## src/inc/bid_regs.vh

```
// Constants for the byte instruction decoder
`ifndef BID_REGS_VH
`define BID_REGS_VH
// Primary function codes
`define BID_FN_JUMP 4'h0
`define BID_FN_LOCAL_PTR 4'h1
`define BID_FN_PFX 4'h2
`define BID_FN_LOAD_NONLOCAL 4'h3
`define BID_FN_LOAD_CONST 4'h4
`define BID_FN_NONLOCAL_PTR 4'h5
`define BID_FN_NFX 4'h6
`define BID_FN_LOAD_LOCAL 4'h7
`define BID_FN_ADD_CONST 4'h8
`define BID_FN_CALL 4'h9
`define BID_FN_COND_JUMP 4'ha
`define BID_FN_ADJ_WSPACE 4'hb
`define BID_FN_EQ_CONST 4'hc
`define BID_FN_STORE_LOCAL 4'hd
`define BID_FN_STORE_NONLOCAL 4'he
`define BID_FN_OPERATE 4'hf
// Secondary operation selectors (operand value of an operate byte)
`define BID_OP_SAVE_HI 32'h0000003e
`define BID_OP_SAVE_LO 32'h0000003d
`define BID_OP_ST_HI_FRONT 32'h00000018
`define BID_OP_ST_HI_BACK 32'h00000050
`define BID_OP_ST_LO_FRONT 32'h0000001c
`define BID_OP_ST_LO_BACK 32'h00000017
`define BID_OP_TEST_ANAL 32'h0000002a
`define BID_OP_ST_TIMER 32'h00000054
`define BID_OP_ADD 32'h00000005
`define BID_OP_SUB 32'h0000000c
`define BID_OP_MUL 32'h00000053
`define BID_OP_DIV 32'h0000002c
`define BID_OP_REM 32'h0000001f
// Nominal cycle counts
`define BID_CYC_SAVE_Q 6'd3
`define BID_CYC_ST_PTR 6'd1
`define BID_CYC_JUMP 6'd5
`define BID_CYC_CALL 6'd8
`define BID_CYC_MEM2 6'd2
`define BID_CYC_ONE 6'd1
`define BID_CYC_MUL 6'd4
`define BID_CYC_DIV_MAX 6'd37
`define BID_CYC_REM_MAX 6'd40
// Illegal instruction error code handed to the trap handler
`define BID_ERR_ILLEGAL 4'h1
// Feature tag bit positions
`define BID_F_INTEGER 0
`define BID_F_LOAD 1
`define BID_F_STORE 2
`define BID_F_OVERFLOW 3
`define BID_F_INTR 4
`define BID_F_ABORT 5
`define BID_F_DESCHED 6
`define BID_F_TSLICE 7
`define BID_FEAT_W 8
`endif

```

## src/logic/bid_decoder.v

```verilog
// Byte instruction decoder with operand prefixing and cycle timing
//
// Summary of operation
// [RULE_01] Byte splits into function and data nibbles
// [RULE_02] Operand below 16 needs single byte
// [RULE_03] One prefix byte per extra nibble
// [RULE_04] Negative operand starts with negative prefix
// [RULE_05] Prefix ORs and shifts; others consume, clear
// [RULE_06] Sixteen function codes select primary operations
// [RULE_07] Undefined encodings trapped with error code
// [RULE_08] Tag integer, load, store, overflow trap causes; only the overflow tag is ever set
// [RULE_09] Tag abort, interrupt, deschedule, timeslice properties; the interrupt tag is never set
// [RULE_10] Nominal counts assume two-cycle uncontended memory
// [RULE_11] Data-dependent operations take variable cycle count
// [RULE_12] Stall until previous read value returns
// [RULE_13] At most two memory operations outstanding
// [RULE_14] Data accesses yield to fetch and subsystems
// [RULE_15] Flow redirect waits for target fetch
// [RULE_16] Queue register saves take three cycles
// [RULE_17] High queue pointer stores take one cycle
// [RULE_18] Low queue pointer stores take one cycle
// [RULE_19] Operate uses accumulated operand as selector
`timescale 1ns/100ps
`include "bid_regs.vh"
module bid_decoder #(
  parameter OPW = 32
) (
  // Clock and reset
  input wire clk_i,
  input wire rst_b_i,
  // Instruction fetch side
  input wire ibyte_valid_i,
  input wire [7:0] ibyte_i,
  output wire ibyte_ready_o,
  input wire target_ready_i,
  // Execution control
  input wire [5:0] var_cycles_i,
  input wire trap_handler_en_i,
  // Memory interface
  input wire mem_other_req_i,
  input wire mem_done_i,
  input wire read_pending_i,
  // Decoded instruction
  output reg instr_valid_o,
  output reg [3:0] func_o,
  output reg [OPW-1:0] operand_o,
  output reg [OPW-1:0] sec_op_o,
  output reg is_secondary_o,
  output reg [`BID_FEAT_W-1:0] features_o,
  output reg [5:0] cycles_o,
  output reg uses_mem_o,
  output reg redirect_o,
  // Trap reporting
  output reg illegal_o,
  output reg [3:0] err_code_o,
  output reg integer_fault_trap_o,
  output reg load_fault_trap_o,
  output reg store_fault_trap_o,
  // Status
  output wire busy_o,
  output reg [1:0] mem_outstanding_o
);

  // ==========================================================
  // Byte split and operand accumulation
  wire [3:0] fn = ibyte_i[7:4]; // RULE_01
  wire [3:0] nib = ibyte_i[3:0]; // RULE_01
  // Prefix bytes wait here; a reset drops a half-built operand
  reg [OPW-1:0] oreg_reg;
  wire [OPW-1:0] opnd = oreg_reg | {{(OPW-4){1'b0}}, nib}; // RULE_05
  wire is_pfx = (fn == `BID_FN_PFX);
  wire is_nfx = (fn == `BID_FN_NFX);

  // ==========================================================
  // Execution state: a cycle counter and a redirect wait
  localparam ST_IDLE = 2'd0;
  localparam ST_EXEC = 2'd1;
  localparam ST_REDIR = 2'd2;
  reg [1:0] state_reg;
  reg [5:0] cnt_reg;
  reg redir_pend_reg;

  // Memory ops: block a third while two are in flight
  // Conservative: a completion in the same cycle does not free the slot
  wire mem_full = (mem_outstanding_o == 2'd2); // RULE_13

  // ==========================================================
  // Combinational classification of the incoming byte
  reg d_mem;
  reg d_redir;
  reg d_illegal;
  reg d_var;
  reg [5:0] d_cyc;
  reg [`BID_FEAT_W-1:0] d_feat;
  reg d_needs_stack;
  always @* begin
    d_mem = 1'b0;
    d_redir = 1'b0;
    d_illegal = 1'b0;
    d_var = 1'b0;
    d_cyc = `BID_CYC_ONE;
    d_feat = {`BID_FEAT_W{1'b0}};
    d_needs_stack = 1'b0;
    case (fn) // RULE_06
      `BID_FN_JUMP: begin
        d_cyc = `BID_CYC_JUMP;
        d_redir = 1'b1; // RULE_15
        d_feat[`BID_F_DESCHED] = 1'b1; // RULE_09
        d_feat[`BID_F_TSLICE] = 1'b1; // RULE_09
      end
      `BID_FN_LOAD_NONLOCAL: begin
        d_cyc = `BID_CYC_MEM2; // RULE_10
        d_mem = 1'b1;
        d_needs_stack = 1'b1;
      end
      `BID_FN_LOAD_LOCAL: begin
        d_mem = 1'b1;
      end
      `BID_FN_STORE_LOCAL: begin
        d_mem = 1'b1;
        d_needs_stack = 1'b1;
      end
      `BID_FN_STORE_NONLOCAL: begin
        d_cyc = `BID_CYC_MEM2;
        d_mem = 1'b1;
        d_needs_stack = 1'b1;
      end
      `BID_FN_ADD_CONST: begin
        d_needs_stack = 1'b1;
        d_feat[`BID_F_OVERFLOW] = 1'b1; // RULE_08
      end
      `BID_FN_CALL: begin
        d_cyc = `BID_CYC_CALL;
        d_mem = 1'b1;
        d_redir = 1'b1; // RULE_15
      end
      `BID_FN_COND_JUMP: begin
        // Taken jump length is data dependent: 1 or 5
        // Always waits for the fetch unit, even when not taken: costs
        // a few cycles but never issues from a stale byte stream
        d_needs_stack = 1'b1;
        d_var = 1'b1; // RULE_11
        d_redir = 1'b1;
      end
      `BID_FN_ADJ_WSPACE: begin
        d_cyc = `BID_CYC_MEM2;
      end
      `BID_FN_EQ_CONST: begin
        d_needs_stack = 1'b1;
      end
      `BID_FN_OPERATE: begin
        // Secondary selector is the whole accumulated operand
        d_needs_stack = 1'b1;
        case (opnd) // RULE_19
          `BID_OP_SAVE_HI: begin
            d_cyc = `BID_CYC_SAVE_Q; // RULE_16
            d_mem = 1'b1;
          end
          `BID_OP_SAVE_LO: begin
            d_cyc = `BID_CYC_SAVE_Q; // RULE_16
            d_mem = 1'b1;
          end
          `BID_OP_ST_HI_FRONT: d_cyc = `BID_CYC_ST_PTR; // RULE_17
          `BID_OP_ST_HI_BACK: d_cyc = `BID_CYC_ST_PTR; // RULE_17
          `BID_OP_ST_LO_FRONT: d_cyc = `BID_CYC_ST_PTR; // RULE_18
          `BID_OP_ST_LO_BACK: d_cyc = `BID_CYC_ST_PTR; // RULE_18
          `BID_OP_TEST_ANAL: d_cyc = `BID_CYC_MEM2;
          `BID_OP_ST_TIMER: d_cyc = `BID_CYC_MEM2;
          `BID_OP_ADD, `BID_OP_SUB: begin
            d_feat[`BID_F_ABORT] = 1'b1; // RULE_09
            d_feat[`BID_F_OVERFLOW] = 1'b1; // RULE_08
          end
          `BID_OP_MUL: begin
            d_cyc = `BID_CYC_MUL;
            d_feat[`BID_F_ABORT] = 1'b1;
            d_feat[`BID_F_OVERFLOW] = 1'b1;
          end
          `BID_OP_DIV, `BID_OP_REM: begin
            d_var = 1'b1; // RULE_11
            d_cyc = (opnd == `BID_OP_DIV) ? `BID_CYC_DIV_MAX : `BID_CYC_REM_MAX;
            d_feat[`BID_F_ABORT] = 1'b1;
            d_feat[`BID_F_OVERFLOW] = 1'b1;
          end
          default: begin
            // Outside the small secondary table; the operation never runs,
            // so it must not hold issue waiting for a stack value
            d_illegal = 1'b1; // RULE_07
            d_needs_stack = 1'b0;
          end
        endcase
      end
      default: begin
        d_cyc = `BID_CYC_ONE;
      end
    endcase
  end

  // ==========================================================
  // Issue gating
  wire issue_ok = (state_reg == ST_IDLE);
  wire stack_wait = d_needs_stack & read_pending_i; // RULE_12
  wire mem_wait = d_mem & (mem_full | mem_other_req_i); // RULE_13 RULE_14
  wire prefix_byte = is_pfx | is_nfx;
  // Prefixes never touch memory or the stack, so they are taken whenever the decoder is idle
  assign ibyte_ready_o = issue_ok & (prefix_byte | (~stack_wait & ~mem_wait));
  wire take = ibyte_valid_i & ibyte_ready_o;
  wire exec_take = take & ~prefix_byte;
  assign busy_o = (state_reg != ST_IDLE);

  // Effective cycle count, data-dependent ones come from the executor
  // A zero count would mean no execution at all, so it reads as one
  wire [5:0] eff_cyc = d_var ? ((var_cycles_i == 6'd0) ? `BID_CYC_ONE : var_cycles_i) : d_cyc; // RULE_11

  // ==========================================================
  // Sequential core
  always @(posedge clk_i) begin
    if (!rst_b_i) begin
      oreg_reg <= {OPW{1'b0}};
      state_reg <= ST_IDLE;
      cnt_reg <= 6'd0;
      redir_pend_reg <= 1'b0;
      instr_valid_o <= 1'b0;
      func_o <= 4'h0;
      operand_o <= {OPW{1'b0}};
      sec_op_o <= {OPW{1'b0}};
      is_secondary_o <= 1'b0;
      features_o <= {`BID_FEAT_W{1'b0}};
      cycles_o <= 6'd0;
      uses_mem_o <= 1'b0;
      redirect_o <= 1'b0;
      illegal_o <= 1'b0;
      err_code_o <= 4'h0;
      integer_fault_trap_o <= 1'b0;
      load_fault_trap_o <= 1'b0;
      store_fault_trap_o <= 1'b0;
      mem_outstanding_o <= 2'd0;
    end else begin
      instr_valid_o <= 1'b0;
      illegal_o <= 1'b0;
      if (take) begin
        if (is_pfx) begin
          oreg_reg <= opnd << 4; // RULE_03 RULE_05
        end else if (is_nfx) begin
          oreg_reg <= (~opnd) << 4; // RULE_04 RULE_05
        end else begin
          // Single byte when no prefix ran, operand is just the nibble
          oreg_reg <= {OPW{1'b0}}; // RULE_02 RULE_05
          instr_valid_o <= 1'b1;
          func_o <= fn;
          operand_o <= opnd;
          is_secondary_o <= (fn == `BID_FN_OPERATE);
          sec_op_o <= (fn == `BID_FN_OPERATE) ? opnd : {OPW{1'b0}}; // RULE_19
          features_o <= d_feat;
          cycles_o <= eff_cyc;
          uses_mem_o <= d_mem;
          redirect_o <= d_redir;
          illegal_o <= d_illegal & trap_handler_en_i; // RULE_07
          err_code_o <= (d_illegal & trap_handler_en_i) ? `BID_ERR_ILLEGAL : 4'h0;
          integer_fault_trap_o <= d_feat[`BID_F_INTEGER]; // RULE_08
          load_fault_trap_o <= d_feat[`BID_F_LOAD];
          store_fault_trap_o <= d_feat[`BID_F_STORE];
        end
      end
      // Outstanding memory count: issue and completion may coincide
      // A completion with nothing in flight is dropped, so a stray
      // pulse from the far side cannot wrap the count
      case ({exec_take & d_mem, mem_done_i & (mem_outstanding_o != 2'd0)}) // RULE_13
        2'b10: mem_outstanding_o <= mem_outstanding_o + 2'd1;
        2'b01: mem_outstanding_o <= mem_outstanding_o - 2'd1;
        default: mem_outstanding_o <= mem_outstanding_o;
      endcase
      case (state_reg)
        ST_IDLE: begin
          if (exec_take) begin
            redir_pend_reg <= d_redir;
            if (eff_cyc > 6'd1) begin
              cnt_reg <= eff_cyc - 6'd1; // RULE_10
              state_reg <= ST_EXEC;
            end else if (d_redir) begin
              state_reg <= ST_REDIR; // RULE_15
            end
          end
        end
        ST_EXEC: begin
          cnt_reg <= cnt_reg - 6'd1;
          if (cnt_reg == 6'd1) begin
            state_reg <= redir_pend_reg ? ST_REDIR : ST_IDLE;
          end
        end
        ST_REDIR: begin
          // Hold next issue until the fetch unit has the new target
          if (target_ready_i) begin
            state_reg <= ST_IDLE; // RULE_15
            redir_pend_reg <= 1'b0;
          end
        end
        default: state_reg <= ST_IDLE;
      endcase
    end
  end

endmodule

```

## config.mk

```make
export PLATFORM = sky130hd
export DESIGN_NAME = bid_decoder
export DESIGN_NICKNAME = d
export VERILOG_FILES = /design/src/logic/bid_decoder.v
export VERILOG_INCLUDE_DIRS = /design/src /design/src/inc
export SDC_FILE = /design/constraint.sdc
export NUM_CORES = 1
export LEC_CHECK = 0
export BUFFER_PORTS_ARGS = -buffer_cell sky130_fd_sc_hd__buf_2
export CORE_ASPECT_RATIO = 1.2
export CORE_MARGIN = 10
export CORE_UTILIZATION = 35
export CTS_BUF_LIST = sky130_fd_sc_hd__clkbuf_16
export CTS_CLUSTER_DIAMETER = 200
export CTS_CLUSTER_SIZE = 24
export DETAILED_ROUTE_END_ITERATION = 16
export PLACE_DENSITY_LB_ADDON = 0.08
export SLEW_MARGIN = 20
export SYNTH_ARGS = -nofsm -noshare
export SYNTH_HDL_FRONTEND = slang
export SYNTH_SLANG_ARGS = --single-unit
```

## constraint.sdc

```tcl
create_clock -name clk_i -period 3.66 [get_ports clk_i]
set_clock_uncertainty 0.15 [all_clocks]
set_input_delay 0.366 -clock clk_i [delete_from_list [all_inputs] [get_ports clk_i]]
set_output_delay 0.366 -clock clk_i [all_outputs]
set_load 0.02 [all_outputs]
```

==> metrics.txt <==
Area growth syn-to-layout 20.6%; average cell area after synthesis slightly above 8 um^2; Starting DRT DRC Count about 280; arrival time worst endpoint 3570 ps; Max Clock Freq 292 MHz; actual slew at the worst max-slew pin around 1000 ps; post-synthesis sequential area ratio around two fifths; Post-Route WL between 15 and 20 mm; Layout Cells excl Fill roughly 1000; min cycle time layout between 3000 and 4000 ps; Slew headroom 30.1%; Boundary Pins between 100 and 150; adder-cell share of the synthesized area about 1.1%; GRT overflow 0; mux cell area share after synthesis 0%; Final Cycle Share roughly 93%; total track usage between 15 and 20%; commonest non-fill, non-tap cell in the layout nand2_1; critical path type flop to flop; Distinct cells, synth 70; #FFs+latches synth approximately 120; initial antenna violation count 0; Synth area leaders dfxtp_1 42%, nand2_1 11%, o211a_1 5.3%; met2 WL ~8.4 mm; core area roughly 16000 um^2; Initial Util 35.8%; ANT cells 0; Die Ht 161 um; # nets final between 800 and 900; top layer in use met4; Worst VDD drop ~320 uV; placer congestion estimate about 0.9; met3 wire length slightly below 900 um; clk slew on worst S/H paths ~60 ps; Synth Area in Compound Gates between 20 and 30%; Top FF cell, synth dfxtp_1; main combinational cell family by area after synthesis compound AO/OA/AOI/OAI gates; post-synth top area share a little over two fifths; DIE AREA between 20000 and 25000 um^2; TNS Setup 0 ps; Pleak 0.00304 uW; Hold Buf Count CTS 0; Die Wd between 100 and 150 um; Setup crit start kind flop; vias ~5400; CTS Buf Count 17; Post-synth EDFFs 0; metal1 wirelength slightly below 8 mm; setup repair after global routing missed its margin false; TritonCTS clock tree built; Slew Viols, Final 0; drt drc 0; post-route ant nets 0; vias in the first global route between 5000 and 6000; xor and xnor area share after synthesis less than 1%; TritonCTS Sinks around 120; H-tree levels 4; status complete, no violations; Inst Count DP 994; Pre-antenna DRT Iters 4; HPWL Detailed approximately 12 mm; Yosys top cell by area dfxtp_1; total of max-cap violations 0; Root Driver clkbuf_16; largest net degree at the start of global routing just over 60; critical path endpoint category flop; most frequent cells in the layout 164 x nand2_1, 121 x dfxtp_1, 109 x buf_2; setup violators final 0; global-route wire length before repair about 28 mm; pwr/cell area ~530 nW/um^2; mapped cell area a little under 6000 um^2; share of layout cells above drive strength 1 21.0%; Syn Inst Count between 700 and 800; clk buf depth 2; # resized after CTS 0; Synth Area in Simple Gates between 20% and 30%; Worst Path Required 3810 ps; fill count ~1700; Buffers on Ports about 110; Worst Hold Class primary input to flop; WL/cell around 17 um; maximum fanout along the worst path 11; Setup Fix Bufs, Post-CTS 0; warnings from Yosys 0; vias per std cell between 5 and 6; fraction of registers with async set/reset 0%; worst-skew pair later-pin latency ~420 ps; final hold violations 0; row cnt between 50 and 60
==> report_power, final <==
| group | leakage [uW] | switching [uW] | total, uW | internal, uW |
|---|---|---|---|---|
| clock | 0.000271 | 607 | 1590 | 986 |
| sequential | 0.000992 | 101 | 1520 | 1420 |
| combinational | 0.00178 | 416 | 647 | 230 |
| total | 0.00304 | 1120 | 3760 | 2630 |
==> logic make-up after synthesis <==
kind of cell / after synthesis
compound gates: 207
xor+xnor: 6
fa+ha+maj: 5
buf+inv: 85
flops: 122
other cells: 1
simple gates: 297
==> worst paths after layout <==
path | cells after the start | startpoint | endpoint | slack (ps)
hold / removal | 3 | var_cycles_i[5] | cycles_o[5]$_SDFFE_PN0P_ | 110
setup / recovery | 12 | oreg_reg[4]$_SDFFE_PN0N_ | cnt_reg[2]$_SDFFE_PN0P_ | 240
setup reg to reg | 12 | oreg_reg[4]$_SDFFE_PN0N_ | cnt_reg[2]$_SDFFE_PN0P_ | 240
hold reg to reg | 2 | sec_op_o[20]$_SDFFE_PN0P_ | sec_op_o[20]$_SDFFE_PN0P_ | 290
==> metal layers <==
metal	GRT usage, %	vias up
met1	19.1	2532
met4	5.89	0
met3	3.76	24
li1	-	2702
met5	0	-
met2	26.4	118
==> cells in the mapped netlist (3+ instances only) <==
cell type,n
buf_4,11
a21o_1,3
nand2_1,164
nand2b_1,5
nor2b_1,4
a211oi_1,4
ha_1,5
nand3_1,41
o22ai_1,4
o211ai_1,31
nand4_1,4
and3_1,4
or3_1,8
o211a_1,31
buf_2,14
o21a_1,3
clkbuf_1,42
buf_1,5
dfxtp_1,122
nor3_1,8
o31ai_1,4
a22oi_1,3
a21oi_1,56
xor2_1,4
nor2_1,26
o21ai_0,9
inv_1,10
a21boi_0,32
a31oi_1,3
nor4_1,8
and2_1,5
==> per-stage QoR <==
step	cell area, um^2	setup slack, ps	total power, uW	util, %	hold slack [ps]
global placement	6460	201	2190	39.7	288
CTS	7020	139	3810	43.1	103
floorplan	5860	361	2000	-	292
detailed placement	6460	113	2200	39.7	290
global route	7030	7.07	3960	43.2	120
finish	7030	241	3760	43.2	110
==> critical path, cell delays in order, from the launching register on <==
cell,delay (ps)
dfxtp_1,400
or4b_4,600
a211oi_2,310
nor3b_1,90
o211a_1,160
a211oi_2,350
inv_1,90
ha_1,250
nor2_1,100
a211o_1,200
nand2_1,120
and3_1,200
o31a_1,280
==> layout make-up <==
cell class	instances	area, um^2	area share, %
clock buffer	17	425	6.05
clock inverter	14	134	1.90
inverter	11	41.3	0.588
multi-input combinational	525	3050	43.4
sequential	122	2440	34.8
tap	212	265	3.77
timing repair buffer	124	671	9.54
Note: power is estimated with default switching activity, not from simulation.
